### config.mk
export PLATFORM = sky130hd
export DESIGN_NAME = daisy_chain_serial_port_watchdog
export DESIGN_NICKNAME = d
export VERILOG_FILES = /design/src/core/daisy_chain_pkg.sv /design/src/core/ontime_limiter.sv /design/src/core/daisy_chain_serial_port_watchdog.sv
export SDC_FILE = /design/constraint.sdc
export NUM_CORES = 1
export LEC_CHECK = 0
export ABC_AREA = 1
export BUFFER_PORTS_ARGS = -buffer_cell sky130_fd_sc_hd__buf_2
export CAP_MARGIN = 20
export CORE_MARGIN = 4
export CORE_UTILIZATION = 40
export DETAILED_ROUTE_END_ITERATION = 8
export PLACE_DENSITY = 0.6
export SYNTH_ARGS = -nofsm -noshare
export SYNTH_HDL_FRONTEND = slang
export SYNTH_SLANG_ARGS = --single-unit
### constraint.sdc
create_clock -name core_clk_i -period 4.75 [get_ports core_clk_i]
set_input_delay 0.475 -clock core_clk_i [delete_from_list [all_inputs] [get_ports core_clk_i]]
set_output_delay 0.475 -clock core_clk_i [all_outputs]
set_load 0.05 [all_outputs]
### src/core/daisy_chain_pkg.sv
package daisy_chain_pkg;
  // ------------------------------------------------------------
  // clock and timing
  // ------------------------------------------------------------
  localparam int CLK_HZ = 50_000_000; // core clock rate
  localparam int CLK_PERIOD_NS = 20; // core clock period
  localparam int WD_TIMEOUT_MS = 1500; // inactivity timeout
  // longest time, rounds down
  localparam int WD_TIMEOUT_CYCLES = WD_TIMEOUT_MS * (CLK_HZ / 1000);
  localparam int ONESHOT_NS = 60; // width of forwarded clock pulse
  // least time, rounds up
  localparam int ONESHOT_CYCLES = (ONESHOT_NS + CLK_PERIOD_NS - 1) / CLK_PERIOD_NS;
  localparam int PRI_TON_NS = 5000; // primary max on-time
  localparam int SEC_TON_NS = 2000; // secondary max on-time
  localparam int PRI_TON_CYCLES = PRI_TON_NS / CLK_PERIOD_NS;
  localparam int SEC_TON_CYCLES = SEC_TON_NS / CLK_PERIOD_NS;
  localparam int STRAP_WAIT = 3; // cycles after release before straps are caught
  localparam int CELLS = 6; // balancers per device

  // ------------------------------------------------------------
  // synchroniser lanes
  // ------------------------------------------------------------
  localparam int SY_CS = 0;
  localparam int SY_SCK = 1;
  localparam int SY_SDI = 2;
  localparam int SY_UP = 3;
  localparam int SY_WD = 4;
  localparam int SY_TOS = 5;
  localparam int SY_LVL = 6;
  localparam int SY_TOPO = 7;
  localparam int SY_BOOST = 8;
  localparam int SY_PRI_DEF = 9;
  localparam int SY_SEC_DEF = 10;
  localparam int SY_W = 11;
  localparam logic [10:0] SYNC_RST = 11'h001; // chip select idles high

  // ------------------------------------------------------------
  // watchdog states
  // ------------------------------------------------------------
  typedef enum logic [1:0] {
    WD_RELEASED = 2'b00,
    WD_ACTIVE = 2'b01,
    WD_EXPIRED = 2'b10
  } wd_state_t;
endpackage

### src/core/ontime_limiter.sv
module ontime_limiter
  import daisy_chain_pkg::*;
#(
  parameter int MAX_CYCLES = 100,
  parameter int CNT_W = 16
) (
  input wire logic core_clk_i,
  input wire logic reset_n_i,
  input wire logic req_i,
  input wire logic enable_i,
  input wire logic defeat_i,
  output logic gate_o
);
  // ------------------------------------------------------------
  // on-time counting
  // ------------------------------------------------------------
  localparam logic [CNT_W-1:0] MAX_C = CNT_W'(MAX_CYCLES); // limit at counter width
  logic [CNT_W-1:0] run; // cycles the gate has been high
  logic locked; // limit hit, held until request drops
  // stop one count early: the gate flop adds a cycle after the compare
  wire at_limit = gate_o && (run >= MAX_C - CNT_W'(1)) && !defeat_i;
  wire next_gate = req_i && enable_i && !locked && !at_limit;
  wire run_sat = &run;

  // gate with max on-time clamp
  always_ff @(posedge core_clk_i or negedge reset_n_i) begin
    if (!reset_n_i) begin
      gate_o <= 1'b0;
      run <= '0;
      locked <= 1'b0;
    end else begin
      gate_o <= next_gate;
      run <= gate_o ? (run_sat ? run : run + 1'b1) : '0;
      locked <= req_i && (locked || at_limit);
    end
  end
endmodule

### src/core/daisy_chain_serial_port_watchdog.sv
// What this block does
// - watchdog goes high after 1.5 s idle
// - watchdog high keeps all balancers off
// - watchdog released at power-up and idle
// - watchdog pulled low while balancing or talking
// - watchdog pin strapped low disables timer
// - forward one-shot clock while select low
// - forward buffered chip select upward
// - up data pin: out on write, in on read
// - top of chain ignores up data pin
// - non-top passes data through up pin
// - level mode high: pins are voltage logic
// - level mode low: down data unused
// - down read data is open-drain pull-down
// - topology strap picks single or multi transformer
// - single transformer uses only first secondary gate
// - secondary gate on-time limited unless defeated
// - primary gate on-time limited unless defeated
// - boosted drive only when boost strap high
module daisy_chain_serial_port_watchdog
  import daisy_chain_pkg::*;
#(
  parameter int TIMEOUT_CYCLES = WD_TIMEOUT_CYCLES,
  parameter int PRI_MAX = PRI_TON_CYCLES,
  parameter int SEC_MAX = SEC_TON_CYCLES
) (
  input wire logic core_clk_i,
  input wire logic reset_n_i,
  // chain pins, asynchronous
  input wire logic chain_select_in_i,
  input wire logic chain_clock_in_i,
  input wire logic chain_data_in_i,
  input wire logic chain_data_up_bidir_i,
  output logic chain_data_up_bidir_o,
  output logic chain_data_up_bidir_oe_o,
  output logic chain_select_out_o,
  output logic chain_clock_out_o,
  output logic chain_data_out_down_o,
  output logic chain_data_out_down_oe_o,
  // open-drain watchdog pin
  input wire logic watchdog_out_i,
  output logic watchdog_out_o,
  output logic watchdog_out_oe_o,
  // strap pins
  input wire logic top_of_chain_strap_i,
  input wire logic level_mode_strap_i,
  input wire logic single_transformer_strap_i,
  input wire logic boost_enable_strap_i,
  input wire logic primary_ontime_prog_at_reg_i,
  input wire logic secondary_ontime_prog_at_reg_i,
  // command decoder side, same clock
  input wire logic cmd_byte_valid_i,
  input wire logic balance_active_i,
  input wire logic read_active_i,
  input wire logic read_bit_i,
  output logic rx_bit_o,
  output logic rx_strobe_o,
  // gate drive requests and outputs
  input wire logic [CELLS-1:0] primary_gate_req_i,
  input wire logic [CELLS-1:0] secondary_gate_req_i,
  output logic [CELLS-1:0] primary_gate_o,
  output logic [CELLS-1:0] secondary_gate_o,
  output logic boost_drive_en_o
);
  // ------------------------------------------------------------
  // pin synchronisers
  // ------------------------------------------------------------
  localparam int WD_W = $clog2(TIMEOUT_CYCLES + 1); // timer width
  localparam logic [WD_W-1:0] WD_LAST = WD_W'(TIMEOUT_CYCLES - 1); // final count
  localparam logic [3:0] OS_LEN = 4'(ONESHOT_CYCLES); // one-shot length
  localparam logic [1:0] STRAP_AT = 2'(STRAP_WAIT); // strap catch point

  logic [SY_W-1:0] sync_a; // first stage, read only by sync_b
  logic [SY_W-1:0] sync_b; // second stage, safe to use
  wire [SY_W-1:0] pin_raw = {secondary_ontime_prog_at_reg_i, primary_ontime_prog_at_reg_i,
                             boost_enable_strap_i, single_transformer_strap_i,
                             level_mode_strap_i, top_of_chain_strap_i, watchdog_out_i,
                             chain_data_up_bidir_i, chain_data_in_i, chain_clock_in_i,
                             chain_select_in_i};

  // two flops on every asynchronous pin
  always_ff @(posedge core_clk_i or negedge reset_n_i) begin
    if (!reset_n_i) begin
      sync_a <= SYNC_RST;
      sync_b <= SYNC_RST;
    end else begin
      sync_a <= pin_raw;
      sync_b <= sync_a;
    end
  end

  wire cs_s = sync_b[SY_CS]; // select, active low
  wire sck_s = sync_b[SY_SCK]; // serial clock
  wire sdi_s = sync_b[SY_SDI]; // data from below
  wire up_s = sync_b[SY_UP]; // data from above

  // ------------------------------------------------------------
  // strap capture after reset release
  // ------------------------------------------------------------
  logic [1:0] strap_cnt; // wait for synchronisers to fill
  logic straps_taken; // straps valid
  logic top_of_chain; // this device ends the chain
  logic voltage_mode; // rail-to-rail pins
  logic single_tx; // one shared transformer
  logic boost_en; // boosted top-cell drive
  logic pri_defeat; // primary on-time limit off
  logic sec_defeat; // secondary on-time limit off
  logic wd_disabled; // watchdog pin strapped low
  wire strap_now = !straps_taken && (strap_cnt == STRAP_AT);

  // count to the catch point
  always_ff @(posedge core_clk_i or negedge reset_n_i) begin
    if (!reset_n_i) begin
      strap_cnt <= 2'h0;
      straps_taken <= 1'b0;
    end else begin
      strap_cnt <= straps_taken ? strap_cnt : strap_cnt + 2'h1;
      straps_taken <= straps_taken || strap_now;
    end
  end

  // latch the straps once, released pins only
  always_ff @(posedge core_clk_i or negedge reset_n_i) begin
    if (!reset_n_i) begin
      top_of_chain <= 1'b0;
      voltage_mode <= 1'b0;
      single_tx <= 1'b0;
      boost_en <= 1'b0;
      pri_defeat <= 1'b0;
      sec_defeat <= 1'b0;
      wd_disabled <= 1'b0;
    end else if (strap_now) begin
      top_of_chain <= sync_b[SY_TOS];
      voltage_mode <= sync_b[SY_LVL];
      single_tx <= sync_b[SY_TOPO];
      boost_en <= sync_b[SY_BOOST];
      pri_defeat <= sync_b[SY_PRI_DEF];
      sec_defeat <= sync_b[SY_SEC_DEF];
      wd_disabled <= !sync_b[SY_WD];
    end
  end

  // ------------------------------------------------------------
  // serial clock edges and chain forwarding
  // ------------------------------------------------------------
  logic sck_d; // previous clock level
  logic [3:0] os_cnt; // one-shot remaining
  wire sck_rise = sck_s && !sck_d;
  wire fire = sck_rise && !cs_s;
  wire [3:0] next_os = fire ? OS_LEN : (os_cnt != 4'h0 ? os_cnt - 4'h1 : 4'h0);

  // edge detect and one-shot
  always_ff @(posedge core_clk_i or negedge reset_n_i) begin
    if (!reset_n_i) begin
      sck_d <= 1'b0;
      os_cnt <= 4'h0;
      chain_clock_out_o <= 1'b0;
      chain_select_out_o <= 1'b1;
    end else begin
      sck_d <= sck_s;
      os_cnt <= next_os;
      chain_clock_out_o <= next_os != 4'h0;
      chain_select_out_o <= cs_s;
    end
  end

  // bits handed to the command decoder
  always_ff @(posedge core_clk_i or negedge reset_n_i) begin
    if (!reset_n_i) begin
      rx_bit_o <= 1'b0;
      rx_strobe_o <= 1'b0;
    end else begin
      rx_bit_o <= fire ? sdi_s : rx_bit_o;
      rx_strobe_o <= fire;
    end
  end

  // ------------------------------------------------------------
  // data pins up and down
  // ------------------------------------------------------------
  wire selected = !cs_s && straps_taken;
  wire up_drive = selected && !top_of_chain && !read_active_i;
  wire down_bit = top_of_chain ? read_bit_i : up_s;
  wire down_pull = selected && voltage_mode && read_active_i && !down_bit;

  // write data goes up, read data comes down
  always_ff @(posedge core_clk_i or negedge reset_n_i) begin
    if (!reset_n_i) begin
      chain_data_up_bidir_o <= 1'b0;
      chain_data_up_bidir_oe_o <= 1'b0;
      chain_data_out_down_o <= 1'b0;
      chain_data_out_down_oe_o <= 1'b0;
    end else begin
      chain_data_up_bidir_o <= sdi_s;
      chain_data_up_bidir_oe_o <= up_drive;
      chain_data_out_down_o <= 1'b0;
      chain_data_out_down_oe_o <= down_pull;
    end
  end

  // ------------------------------------------------------------
  // watchdog
  // ------------------------------------------------------------
  wd_state_t wd_state;
  wd_state_t next_wd_state;
  logic [WD_W-1:0] wd_count; // cycles since last valid byte
  wire activity = cmd_byte_valid_i || selected;
  wire wd_done = (wd_count == WD_LAST) && !cmd_byte_valid_i && !wd_disabled;
  wire busy = balance_active_i || selected;

  // state selection
  always_comb begin
    next_wd_state = wd_state;
    unique case (wd_state)
      WD_RELEASED: begin
        if (activity && straps_taken) next_wd_state = WD_ACTIVE;
      end
      WD_ACTIVE: begin
        if (wd_done) next_wd_state = WD_EXPIRED;
        else if (!busy && !cmd_byte_valid_i) next_wd_state = WD_RELEASED;
      end
      WD_EXPIRED: begin
        if (activity) next_wd_state = WD_ACTIVE;
      end
      default: next_wd_state = WD_RELEASED;
    endcase
  end

  wire wd_high = (next_wd_state != WD_ACTIVE) && !wd_disabled;
  wire next_pull = (next_wd_state == WD_ACTIVE);

  // state, timer and pin
  always_ff @(posedge core_clk_i or negedge reset_n_i) begin
    if (!reset_n_i) begin
      wd_state <= WD_RELEASED;
      wd_count <= '0;
      watchdog_out_o <= 1'b0;
      watchdog_out_oe_o <= 1'b0;
    end else begin
      wd_state <= next_wd_state;
      wd_count <= (cmd_byte_valid_i || wd_state != WD_ACTIVE) ? '0 : wd_count + 1'b1;
      watchdog_out_o <= 1'b0;
      watchdog_out_oe_o <= next_pull;
    end
  end

  // ------------------------------------------------------------
  // gate drive
  // ------------------------------------------------------------
  wire gates_ok = straps_taken && !wd_high && balance_active_i;
  wire [CELLS-1:0] sec_use = single_tx ? CELLS'(1) : {CELLS{1'b1}};

  genvar g;
  generate
    for (g = 0; g < CELLS; g++) begin : gate_lane
      ontime_limiter #(.MAX_CYCLES(PRI_MAX)) pri_lim (
        .core_clk_i(core_clk_i),
        .reset_n_i(reset_n_i),
        .req_i(primary_gate_req_i[g]),
        .enable_i(gates_ok),
        .defeat_i(pri_defeat),
        .gate_o(primary_gate_o[g])
      );
      ontime_limiter #(.MAX_CYCLES(SEC_MAX)) sec_lim (
        .core_clk_i(core_clk_i),
        .reset_n_i(reset_n_i),
        .req_i(secondary_gate_req_i[g]),
        .enable_i(gates_ok && sec_use[g]),
        .defeat_i(sec_defeat),
        .gate_o(secondary_gate_o[g])
      );
    end
  endgenerate

  // boost only with the strap
  always_ff @(posedge core_clk_i or negedge reset_n_i) begin
    if (!reset_n_i) boost_drive_en_o <= 1'b0;
    else boost_drive_en_o <= boost_en;
  end
endmodule

==> summary.md, run 1 <==
| Metric | Value |
|---|---|
| Run status | `completed` |
| Post-route antenna net violation count | `0` |
| Fin Setup TNS | `0 ns` |
| Startpoint class of the critical path | `flip-flop` |
| CTS Hold Buffers Added | `0` |
| Worst Skew | `0.0188 ns` |
| Synth Area in Adders | `2.14%` |
| Slowest cell on crit path | `nor2_1` |
| GR Util All Layers | `16.2%` |
| Sw Share | `23.7%` |
| Reg2Reg Setup Slack | `~2.6 ns` |
| Syn. warnings | `0` |
| Post-synthesis cell type count | `47` |
| TritonCTS Buffers | `35` |
| Mapped Area | `0.0152 mm^2` |
| Pwr/cell area | `345 mW/mm^2` |
| Max Cap Violations | `0` |
| Cell breakdown of the critical path | `nor2_1 > inv_1 > nor2_1 > inv_1 > a211oi_1` |
| Clock Latency Late Sink | `between 0.5 and 0.6 ns` |
| Least-Margin Pin Slew | `between 0.8 and 0.9 ns` |
| N_diodes | `0` |
| Clock-pin slew on the worst setup and hold paths | `around 0.06 ns` |
| F_max | `468 MHz` |
| Clock Tree Root | `clkbuf_16` |
| Starting density of the core | `between 40% and 50%` |
| Die area | `approximately 0.041 mm^2` |
| Vias | `about 13k` |
| Final setup viols | `0` |
| CP max FO | `14` |
| Syn avg cell area | `8.11 um^2` |
| Vias in the first global route | `around 12k` |
| RSZ-0062 raised after global routing | `false` |
| Final period utilization | `between 40% and 50%` |
| Final Net Count | `1985` |
| Clock power share | `between 40% and 50%` |
| Via density | `between 5 and 6` |
| Largest net degree at the start of global routing | `~120` |
| Worst slew margin | `between 40 and 50%` |
| Number of antenna violations at the first check in global routing | `0` |
| Fin. Hold Viols | `0` |
| Share of synthesized area spent on multiplexers | `0.222%` |
| DRC viols | `0` |
| Most common cell after layout, fill and taps aside | `nand2_1` |
| Resized cells post-CTS | `0` |
| Clk sink count | `around 290` |
| HPWL Detailed | `~23000 um` |
| Family with the most delay on the worst path | `simple AND/OR/NAND/NOR gates` |
| Routed Wire Length | `~33000 um` |
| Worst path required time | `5.18 ns` |
| Kind of critical path | `flip-flop to flip-flop` |
| Hold crit path type | `primary input to async pin` |
| # rows | `a little over 70` |
| #FFs+latches synth | `291` |
| Max Buffers Root-to-Sink | `3` |
| P&R area growth vs syn | `13.3%` |
| CTS tree | `done` |
| Post-Synthesis Cells | `1876` |
| Buf/Inv on CP | `2` |
| Final Max Slew Viols | `0` |
| Comb power frac | `6.2%` |
| Wire per inst | `roughly 13 um` |
| Number of port buffers | `49` |
| Post-CTS setup buffer count | `0` |
| Seq/Total Area, Yosys | `47.9%` |
| Internal power | `0.00453 W` |
| Critical register-to-register path endpoint | `wd_count[13]` |
| Initial DRC Count | `692` |
| Post-layout util | `45.9%` |
| Flop pwr share | `44.3%` |
| Ports | `52` |
| Global-route wire length before repair | `slightly below 60000 um` |
| Simple-gate portion of the synthesized area | `28.6%` |
| Core area | `0.0376 mm^2` |
| Largest family of logic cells by synthesized area | `simple AND/OR/NAND/NOR gates` |
| Synth Area in Compound Gates | `between 10% and 20%` |
| Peak VDD IR | `roughly 0.21 mV` |
| Die Ht | `203 um` |
| Fraction of layout instances using a drive strength above 1 | `10.1%` |
| H-tree levels | `2` |
| Placer Congestion | `0.849` |
| Post-Synth XOR/XNOR Area | `under 10%` |
| Critical path capture point type | `flip-flop` |
| Drt first pass iters | `7` |
| Most frequent cells in the layout | `311 x nand2_1, 288 x dfrtp_1, 261 x inv_1` |
| Slowest stage delay, CP | `~0.65 ns` |
| GRT Residual Overflow | `0` |
| NetSw | `0.00141 W` |
| Leak | `7.89 nW` |
| Worst r2r src | `wd_state[1]` |
| Critical path arrival | `around 2.6 ns` |
| Die Width | `203 um` |
| Worst R2R Path Depth | `5` |
| Minimum clock period | `approximately 2.1 ns` |
-- worst reg2reg max path, delay by kind of cell, from the launching register on --
kind | cells | cell delay [ns]
AND/OR/NAND/NOR | 2 | 0.79
buffers and inverters | 2 | 0.53
flip-flops | 1 | 0.40
AO/OA/AOI/OAI | 1 | 0.32
-- kinds of logic after synthesis --
| family | Yosys count |
|---|---|
| flops | 291 |
| other cells | 1 |
| xor+xnor | 50 |
| mux | 3 |
| buf+inv | 303 |
| simple gates | 928 |
| fa+ha+maj | 26 |
| compound gates | 274 |
-- layout make-up --
| type | instances | area [um^2] |
|---|---|---|
| fill | 3664 | 20300 |
| sequential | 291 | 7290 |
| multi-input combinational | 1283 | 6720 |
| timing repair buffer | 53 | 298 |
| clock inverter | 20 | 323 |
| inverter | 266 | 998 |
| clock buffer | 44 | 971 |
| tap | 511 | 639 |
-- cells in the mapped netlist, drive strengths merged --
cell    number  share of area [%]
buf         20               0.97
o211ai       1              0.049
o31ai       16               0.79
a21boi      13               0.64
a21oi       43                1.4
nor3        95                3.5
and2         1              0.041
nor2       226                6.1
o21a         1              0.049
xor2        41                2.4
nand3      182                6.2
nand2      321                8.1
nor4        12               0.49
o21ai      147                4.9
conb         1              0.025
inv        266                6.6
o211a        2               0.13
nand3b       5               0.41
o21bai       4               0.20
a31oi       35                1.4
nor3b       11               0.61
clkbuf      17               0.42
dfrtp      288                 47
a211oi       4               0.20
a41oi        1              0.058
dfstp        3               0.52
o221ai       1              0.058
xnor2        9               0.52
or2         10               0.41
a31o         6               0.35
nand4       65                2.8
mux2         3               0.22
ha          26                2.1
-- state kept, by name, summed over array words and instances (netlist names), 2 cells and up --
| name | count |
|---|---|
| os_cnt | 4 |
| strap_cnt | 2 |
| sync_a | 11 |
| gate_lane.sec_lim.run | 96 |
| gate_lane.sec_lim.locked | 6 |
| sync_b | 11 |
| gate_lane.pri_lim.run | 96 |
| wd_count | 27 |
| gate_lane.pri_lim.locked | 6 |
| wd_state | 2 |
| gate_lane.sec_lim.gate_o | 6 |
| gate_lane.pri_lim.gate_o | 6 |
-- how the worst max path moves through the flow --
| stage | startpoint | endpoint | depth (start not counted) |
|---|---|---|---|
| finish | wd_state[1] | wd_count[13] | 5 |
| global route | wd_state[1] | wd_count[5] | 5 |
| CTS | wd_state[1] | wd_count[13] | 5 |
| detailed placement | cmd_byte_valid_i | wd_count[5] | 4 |
| global placement | cmd_byte_valid_i | wd_count[5] | 4 |
| floorplan | gate_lane[4].sec_lim.run[0] | gate_lane[4].sec_lim.run[13] | 8 |
-- power by group through the flow --
stage / registers, W / clock network [W] / logic (W)
floorplan: 0.00267 / 0 / 0.000232
global placement: 0.00267 / 0 / 0.000373
detailed placement: 0.00268 / 0 / 0.000380
CTS: 0.00263 / 0.00304 / 0.000382
global route: 0.00264 / 0.00314 / 0.000423
finish: 0.00263 / 0.00294 / 0.000370
-- routing by layer --
metal  vias up  share of wire (%)  GRT usage [%]
met3        54                3.8           2.78
met1      5985                 48           21.8
met5         -                  0              0
met4         0                2.2           4.34
met2       191                 46           27.2
li1       6329                  -              -
-- per-stage QoR --
step	cells	instance area (um^2)	setup WS, ns	total power [W]	hold WS [ns]
after global routing	2468	17200	2.33	0.00620	0.0314
after CTS	2468	17200	2.54	0.00605	0.0280
after floorplan	1877	15200	3.24	0.00290	0.179
after detailed placement	2404	15900	2.54	0.00306	0.336
final	2468	17200	2.61	0.00594	0.0501
after global placement	2404	15900	2.65	0.00305	0.334
Note: power is estimated with default switching activity, not from simulation.
==> run 2: changes to the inputs <==
Settings changed: ABC_AREA 1 to 0, PLACE_DENSITY 0.6 to 0.61.
Clock period 4.75 ns to 2.2 ns, I/O delays scaled along.
==> run 2 against run 1 <==
Compared with the run above: area after synthesis is 4.5% lower; utilization is 1.2 points higher; die area is 4.3% lower; via count is 13% lower; register-to-register slack worse by 2.4 ns; clock power is 110% higher.
==> summary.md, run 2 <==
| Metric | Value |
|---|---|
| Run status | `completed` |
| Ports | `52 (unchanged)` |
| Mapped Area | `0.0145 mm^2 (-4.5%)` |
| Cell breakdown of the critical path | `ha_1 > and3_4 > nand3_2 > or4_4 > a2bb2oi_4 > buf_12 > nor4b_2` |
| Max Buffers Root-to-Sink | `3 (unchanged)` |
| Startpoint class of the critical path | `flip-flop` |
| Initial DRC Count | `788 (+14%)` |
| Clock-pin slew on the worst setup and hold paths | `0.06 ns (about the same)` |
| Post-synth EDFFs | `0 (unchanged)` |
| GR Util All Layers | `15.5% (-0.74 points)` |
| Hold_ws | `0.0628 ns (+0.0127 ns)` |
| Placed standard-cell area | `0.0153 mm^2 (-4.0%)` |
| Fraction of layout instances using a drive strength above 1 | `11.3% (+1.2 points)` |
| Fin area | `0.0168 mm^2 (-2.5%)` |
| Worst r2r src | `wd_count[0]` |
| Post-layout util | `47.1% (+1.2 points)` |
| Drt first pass iters | `5 (-2)` |
| Final setup viols | `0 (unchanged)` |
| Top flop regs | `gate_lane.pri_lim.run (96), gate_lane.sec_lim.run (96), wd_count (27)` |
| Most frequent cells in the layout | `288 x dfrtp_1, 151 x nor2_1, 102 x nand2_1` |
| Worst slew margin | `58.9% (+19 points)` |
| Most common cell after layout, fill and taps aside | `dfrtp_1` |
| Die Width | `199 um (-2.2%)` |
| Vias in the first global route | `10.7k (-14%)` |
| P&R area growth vs syn | `15.6%` |
| Top cells by area, synth | `dfrtp_1 50%, xnor2_1 4.2%, nor2_1 3.9%` |
| Fin Setup TNS | `0 ns (unchanged)` |
| Clk sink count | `291 (unchanged)` |
| Number of port buffers | `49 (unchanged)` |
| RSZ-0062 raised after global routing | `false` |
| Syn. warnings | `0 (unchanged)` |
| Routed Wire Length | `29900 um (-9.6%)` |
| Peak VDD IR | `0.680 mV (+230%)` |
| Flop pwr share | `44.4% (about the same)` |
| Synth top cells by count | `288 x dfrtp_1, 151 x nor2_1, 102 x nand2_1` |
| Syn avg cell area | `10.0 um^2 (+23%)` |
| Vias | `10.9k (-13%)` |
| Reg2Reg Setup Slack | `0.21 ns (-2.40 ns)` |
| Minimum clock period | `1.99 ns (-0.145 ns)` |
| Critical register-to-register path endpoint | `gate_lane[2].sec_lim.gate_o` |
| Max Cap Violations | `0 (unchanged)` |
| Largest net degree at the start of global routing | `61 (-47%)` |
| GRT Residual Overflow | `0 (unchanged)` |
| Via density | `5.41 (+6.3%)` |
| Post-Synthesis Cells | `1452 (-23%)` |
| Worst hold path endpoint | `wd_state[1]` |
| Final WS setup | `0.209 ns (-2.40 ns)` |
| Worst Skew | `0.0210 ns (+0.00216 ns)` |
| Hold path startpoint | `cmd_byte_valid_i` |
| Yosys top cell area share | `49.6% (+2.2 points)` |
| # rows | `69 (-2.8%)` |
| Core area | `0.0357 mm^2 (-5.1%)` |
| Final Net Count | `1589 (-20%)` |
| NetSw | `0.00313 W (+120%)` |
| Final Max Slew Viols | `0 (unchanged)` |
| CP max FO | `12 (-2)` |
| Fin. Hold Viols | `0 (unchanged)` |
| Starting density of the core | `40.7% (+0.26 points)` |
| H-tree levels | `2 (unchanged)` |
| Clock Tree Root | `clkbuf_16` |
| Post-synthesis cell type count | `80 (+70%)` |
| Final period utilization | `90.5% (+46 points)` |
| Pre-CTS setup slack | `0.208 ns (-2.33 ns)` |
| Top_reg_cell synth | `dfrtp_1` |
| F_max | `502 MHz (+7.3%)` |
| Kind of critical path | `flip-flop to flip-flop` |
| Global-route wire length before repair | `52200 um (-9.4%)` |
| Comb power frac | `7.7% (+1.5 points)` |
| Worst path required time | `2.58 ns (-2.60 ns)` |
| Clock Latency Late Sink | `0.53 ns (about the same)` |
| Wire per inst | `14.8 um (+10%)` |
| Clock power share | `47.9% (-1.6 points)` |
| Least-Margin Pin Slew | `0.613 ns (-0.282 ns)` |
| Min-Delay Path Depth | `4` |
| HPWL Detailed | `19700 um (-15%)` |
| DRC viols | `0 (unchanged)` |
| Slowest cell on crit path | `or4_4` |
| Critical path arrival | `2.37 ns (-0.19 ns)` |
| Resized cells post-CTS | `0 (unchanged)` |
| Slowest stage delay, CP | `0.57 ns (-0.08 ns)` |
| #FFs+latches synth | `291 (unchanged)` |
| Seq/Total Area, Yosys | `50.2% (+2.3 points)` |
| Pwr/cell area | `765 mW/mm^2 (+120%)` |
| Sw Share | `24.3% (+0.64 points)` |
| Post-route antenna net violation count | `0 (unchanged)` |
| Placer Congestion | `0.840 (-1.1%)` |
| Dominant cell type by area after synthesis | `dfrtp_1` |
| Top-count cell post-synth | `dfrtp_1` |
| TritonCTS Buffers | `34 (-2.9%)` |
| Die Ht | `199 um (-2.2%)` |
| Worst R2R Path Depth | `7 (+2)` |
| Hold crit path type | `primary input to flip-flop` |
| Number of antenna violations at the first check in global routing | `1 (+1)` |
| CTS tree | `done` |
| Asr flop ratio synth | `100% (unchanged)` |
| Leak | `7.36 nW (-6.7%)` |
| Critical path capture point type | `flip-flop` |
| Die area | `0.0394 mm^2 (-4.3%)` |
| Internal power | `0.00972 W (+110%)` |
==> run 2: cell count changes after synthesis, moves of 17 or more <==
| cell | previous run | this run |
|---|---|---|
| xnor2_1 | 9 | 70 |
| nand3_1 | 175 | 96 |
| and3_1 | 0 | 35 |
| nand4_1 | 62 | 45 |
| and2_1 | 1 | 54 |
| nand2_1 | 311 | 102 |
| nor3_1 | 84 | 55 |
| o21ai_0 | 142 | 45 |
| inv_1 | 261 | 40 |
| and4_1 | 0 | 18 |
| nor2_1 | 206 | 151 |
==> run 2: critical path: cells and delay by family (launching register included) <==
kind / cells / cell delay [ns]
flip-flops: 1 / 0.38
adder cells (fa/ha/maj): 1 / 0.19
AND/OR/NAND/NOR: 4 / 0.92
buffers and inverters: 1 / 0.18
AO/OA/AOI/OAI: 1 / 0.16
==> run 2: layer usage <==
metal  vias up  track usage [%]  routed length [um]  part of all wire [%]
met1      5306             21.6               14300                    48
met5         -                0                   0                     0
met2       171             25.1               13800                    46
met4         0             3.90                 538                   1.8
met3        45             2.96                1240                   4.2
li1       5410                -                   -                     -
==> run 2: how the worst max path moves through the flow <==
stage | depth (start not counted) | start | endpoint
floorplan | 7 | wd_count[0] | gate_lane[1].sec_lim.gate_o
global placement | 7 | wd_count[0] | gate_lane[5].sec_lim.gate_o
detailed placement | 7 | wd_count[0] | gate_lane[2].sec_lim.gate_o
CTS | 7 | wd_count[0] | gate_lane[2].sec_lim.gate_o
global route | 5 | gate_lane[1].sec_lim.run[0] | gate_lane[1].sec_lim.run[4]
finish | 7 | wd_count[0] | gate_lane[2].sec_lim.gate_o
==> run 2: metrics by stage <==
step | instances | total power (W)
after floorplan | 1453 | 0.00643
after global placement | 1934 | 0.00677
after detailed placement | 1934 | 0.00678
after CTS | 2020 | 0.0131
after global routing | 2021 | 0.0134
final | 2021 | 0.0128
==> run 2: logic make-up (layout without fill, tap and decap cells) <==
kind of cell               count (synthesis)  in the layout  synth area share (%)
muxes                                     17             17                  1.21
xor gates and xnor gates                 119            119                  7.17
buffers and inverters                     90            196                  2.80
adders and majority gates                 26             26                  2.24
AOI/OAI and AO/OA                        227            227                  10.4
DFF                                      291            291                  50.2
and+or+nand+nor                          681            681                  26.0
other                                      1              3                0.0258
==> run 2: power groups by stage <==
| stage | sequential, W | clock (W) | combinational (W) |
|---|---|---|---|
| final | 0.00571 | 0.00615 | 0.000985 |
| after floorplan | 0.00579 | 0 | 0.000638 |
| after detailed placement | 0.00581 | 0 | 0.000976 |
| after global routing | 0.00574 | 0.00659 | 0.00111 |
| after CTS | 0.00571 | 0.00636 | 0.00102 |
| after global placement | 0.00580 | 0 | 0.000965 |
==> run 2: final cells by class <==
| type | count | area, um^2 |
|---|---|---|
| fillers | 3351 | 18900 |
| flip-flops and latches | 291 | 7290 |
| multi-input cells | 1072 | 6840 |
| clock buffers | 45 | 952 |
| repair buffers | 93 | 698 |
| well taps | 461 | 577 |
| clock inverters | 16 | 285 |
| inverters | 42 | 158 |
| diodes | 1 | 2.50 |
==> run 2: timing repair <==
item | 4_1_cts | 5_1_grt
endpoints found under the setup margin | 0 | 0
hold buffers | 25 | 0
buffers inserted | 0 | 0
endpoints found under the hold margin | 90 | 0
==> run 3: changes to the inputs <==
Settings changed: CTS_CLUSTER_DIAMETER set to 50, PLACE_DENSITY 0.61 to not set, PLACE_DENSITY_LB_ADDON set to 0.1, SYNTH_HIERARCHICAL set to 1.
==> run 3 against run 2 <==
Compared with the run above: clock skew increased by 0.0092 ns; die area increased by 6.1%; non-clock buffer count increased by 32; flip-flop and latch count unchanged; cell area increased by 8.9%; count of clock-buffer cells in the layout increased by 8; global-route usage increased by 1.7 points; sequential power about the same; sequential share of layout area decreased by 3.5 points; synthesized cell count increased by 11%.
==> summary.md, run 3 <==
| Metric | Value |
|---|---|
| Post-CTS setup buffer count | `0 (unchanged)` |
| Minimum clock period | `2.10 ns (+0.110 ns)` |
| Pwr/cell area | `754 mW/mm^2 (-1.4%)` |
| Slowest cell on crit path | `or4b_1` |
| Slowest stage delay, CP | `0.54 ns (-0.03 ns)` |
| Yosys top cell area share | `46.6% (-3.0 points)` |
| GR Util All Layers | `17.2% (+1.7 points)` |
| Internal power | `0.0101 W (+4.1%)` |
| Buf/Inv on CP | `1 (unchanged)` |
| Flop pwr share | `41.5% (-2.9 points)` |
| Top-count cell post-synth | `dfrtp_1` |
| Hold path startpoint | `cmd_byte_valid_i` |
| Most common cell after layout, fill and taps aside | `dfrtp_1` |
| Clk sink count | `291 (unchanged)` |
| NetSw | `0.00367 W (+17%)` |
| Placer Congestion | `0.831 (-1.1%)` |
| #FFs+latches synth | `291 (unchanged)` |
| Final Net Count | `1788 (+13%)` |
| Routed Wire Length | `35200 um (+18%)` |
| Fin. Hold Viols | `0 (unchanged)` |
| Worst path required time | `2.64 ns (+0.06 ns)` |
| DRC viols | `0 (unchanged)` |
| Post-synthesis cell type count | `65 (-19%)` |
| Number of antenna violations at the first check in global routing | `1 (unchanged)` |
| Post-Synth XOR/XNOR Area | `0.680% (-6.5 points)` |
| Largest family of logic cells by synthesized area | `simple AND/OR/NAND/NOR gates` |
| Kind of critical path | `flip-flop to flip-flop` |
| Clock Latency Late Sink | `0.57 ns (+0.04 ns)` |
| Critical register-to-register path endpoint | `gate_lane[5].sec_lim/gate_o` |
| Synth Area in Compound Gates | `14.6% (+4.2 points)` |
| Max Cap Violations | `0 (unchanged)` |
| Vias | `12.7k (+16%)` |
| CTS tree | `done` |
| Synth top cells by count | `288 x dfrtp_1, 180 x nand2_1, 104 x a21oi_1` |
| Top flop regs | `gate_lane.pri_lim/run (96), gate_lane.sec_lim/run (96), wd_count (27)` |
| Vias in the first global route | `12.1k (+13%)` |
| Leak | `7.78 nW (+5.7%)` |
| P&R area growth vs syn | `18.3%` |
| # rows | `71 (+2.9%)` |
| Share of synthesized area spent on multiplexers | `4.08% (+2.9 points)` |
| Ports | `52 (unchanged)` |
| Hold crit path type | `primary input to flip-flop` |
| Startpoint class of the critical path | `flip-flop` |
| Family with the most delay on the worst path | `simple AND/OR/NAND/NOR gates` |
| Overall power | `0.0138 W (+7.3%)` |
| Via density | `5.58 (+3.1%)` |
| Post-Synthesis Cells | `1611 (+11%)` |
| Worst R2R Path Depth | `6 (-1)` |
| Fraction of layout instances using a drive strength above 1 | `13.3% (+2.0 points)` |
| Critical path capture point type | `flip-flop` |
| Critical path arrival | `2.54 ns (+0.17 ns)` |
| Dominant cell type by area after synthesis | `dfrtp_1` |
| Seq/Total Area, Yosys | `47.1% (-3.0 points)` |
| F_max | `476 MHz (-5.2%)` |
| Wire per inst | `15.4 um (+4.4%)` |
| Clock power share | `50.0% (+2.1 points)` |
| Post-synth EDFFs | `0 (unchanged)` |
| Peak VDD IR | `0.681 mV (+0.29%)` |
| Final setup viols | `0 (unchanged)` |
| Cell breakdown of the critical path | `or4b_1 > or4_4 > nor3_4 > o21ai_1 > buf_4 > and3_1` |
| Core area | `0.0378 mm^2 (+6.1%)` |
| Run status | `completed` |
| Mapped Area | `0.0155 mm^2 (+6.4%)` |
| Simple-gate portion of the synthesized area | `28.2% (+2.2 points)` |
| Drt first pass iters | `5 (unchanged)` |
| HPWL Detailed | `23800 um (+21%)` |
| Die area | `0.0418 mm^2 (+6.1%)` |
| Hold_ws | `0.0580 ns (-0.00481 ns)` |
| N_diodes | `0 (-1)` |
| Post-route antenna net violation count | `0 (unchanged)` |
| Worst hold path endpoint | `wd_state[1]` |
| Asr flop ratio synth | `100% (unchanged)` |
| Final Max Slew Viols | `0 (unchanged)` |
| Crit path launch | `wd_count[9]` |
| TritonCTS Buffers | `42 (+24%)` |
| Least-Margin Pin Slew | `0.654 ns (+0.0406 ns)` |
| Top_reg_cell synth | `dfrtp_1` |
| Clock Tree Root | `clkbuf_16` |
| GRT Residual Overflow | `0 (unchanged)` |
| Worst r2r src | `wd_count[9]` |
| Comb power frac | `8.5% (+0.8 points)` |
| Min-Delay Path Depth | `3 (-1)` |
| Die Ht | `205 um (+3.0%)` |
| Clock-pin slew on the worst setup and hold paths | `0.06 ns (about the same)` |
| Syn. warnings | `6 (+6)` |
| Worst Skew | `0.0302 ns (+0.00925 ns)` |
| Largest net degree at the start of global routing | `71 (+16%)` |
| Final period utilization | `95.5% (+5.0 points)` |
| CP max FO | `5 (-7)` |
| H-tree levels | `2 (unchanged)` |
| Worst slew margin | `56.2% (-2.7 points)` |
| RSZ-0062 raised after global routing | `false` |
| Starting density of the core | `40.8% (+0.091 points)` |
| Global-route wire length before repair | `61300 um (+17%)` |
| Synth Area in Adders | `2.11% (-0.13 points)` |
| Syn avg cell area | `9.59 um^2 (-4.1%)` |
| Number of port buffers | `49 (unchanged)` |
| Top cells by area, synth | `dfrtp_1 47%, nand2_1 4.4%, mux2i_1 3.5%` |
| Max Buffers Root-to-Sink | `3 (unchanged)` |
| Layout fillers | `3549 (+5.9%)` |
| Initial DRC Count | `717 (-9.0%)` |
| Sw Share | `26.6% (+2.3 points)` |
| Most frequent cells in the layout | `288 x dfrtp_1, 180 x nand2_1, 104 x a21oi_1` |
| Die Width | `205 um (+3.0%)` |
| Reg2Reg Setup Slack | `0.1 ns (-0.11 ns)` |
==> run 3: changes by cell type after synthesis, sizes merged, moves of 20 or more <==
cell / change
o31ai: +20
a21oi: +49
mux2i: +42
nand2b: +38
nor2: -71
xnor2: -60
nand2: +78
xor2: -47
inv: +28
and2: -47
==> run 3: kinds of logic after synthesis <==
group                    Yosys count
XOR/XNOR                          12
AO/OA/AOI/OAI                    349
adder cells (fa/ha/maj)           26
buffers and inverters            116
flip-flops                       291
other                              1
AND/OR/NAND/NOR                  754
multiplexers                      62
==> run 3: cell type report <==
class / count / area, um^2 / share of cell area (%)
clock buffers: 53 / 1170 / 6.41
clock inverters: 24 / 304 / 1.66
inverters: 68 / 255 / 1.40
multi-input cells: 1205 / 7700 / 42.1
flip-flops and latches: 291 / 7290 / 39.8
well taps: 511 / 639 / 3.50
repair buffers: 125 / 928 / 5.08
==> run 3: worst max-delay path by stage <==
stage / slack (ns) / depth (start not counted) / endpoint
2_1_floorplan: 0.06 / 5 / gate_lane[1].sec_lim/gate_o
3_3_place_gp: -0.20 / 5 / gate_lane[3].pri_lim/gate_o
3_5_place_dp: -0.20 / 5 / gate_lane[2].pri_lim/gate_o
4_1_cts: 0.01 / 6 / gate_lane[5].sec_lim/gate_o
5_1_grt: 0.004 / 6 / gate_lane[5].sec_lim/gate_o
6_report: 0.1 / 6 / gate_lane[5].sec_lim/gate_o
==> run 3: per-stage QoR <==
stage          cell area [um^2]  utilization [%]  TNS (ns)  setup slack, ns  cells
2_1_floorplan             15500                -         0           0.0649   1612
3_3_place_gp              16500             43.7     -1.91           -0.201   2174
3_5_place_dp              16500             43.7     -1.67           -0.203   2174
4_1_cts                   18300             48.3         0           0.0138   2277
5_1_grt                   18300             48.3         0          0.00384   2277
6_report                  18300             48.3         0           0.0992   2277
==> run 3: power by group through the flow <==
stage          logic, W  clock network [W]  registers [W]
5_1_grt         0.00133            0.00740        0.00575
2_1_floorplan  0.000555                  0        0.00592
4_1_cts         0.00120            0.00716        0.00572
3_3_place_gp    0.00114                  0        0.00581
3_5_place_dp    0.00116                  0        0.00581
6_report        0.00117            0.00689        0.00572
==> run 3: worst register-to-register path, delay by kind of cell, from the launching register on <==
family	cells	cell delay, ns
flops	1	0.36
compound gates	1	0.10
simple gates	4	1.34
buf+inv	1	0.16
==> run 3: repair_timing <==
action	CTS	global route
endpoints found under the setup margin	12	14
pin swaps	1	2
endpoints found under the hold margin	164	0
resized for setup	4	0
hold buffers	26	0
==> run 3: per-layer routing <==
layer	vias up	wire (um)	GRT usage, %
met5	-	7	0
met4	2	556	4.07
met3	39	1580	3.53
met2	242	16100	26.5
met1	6131	17000	25.0
li1	6288	-	-
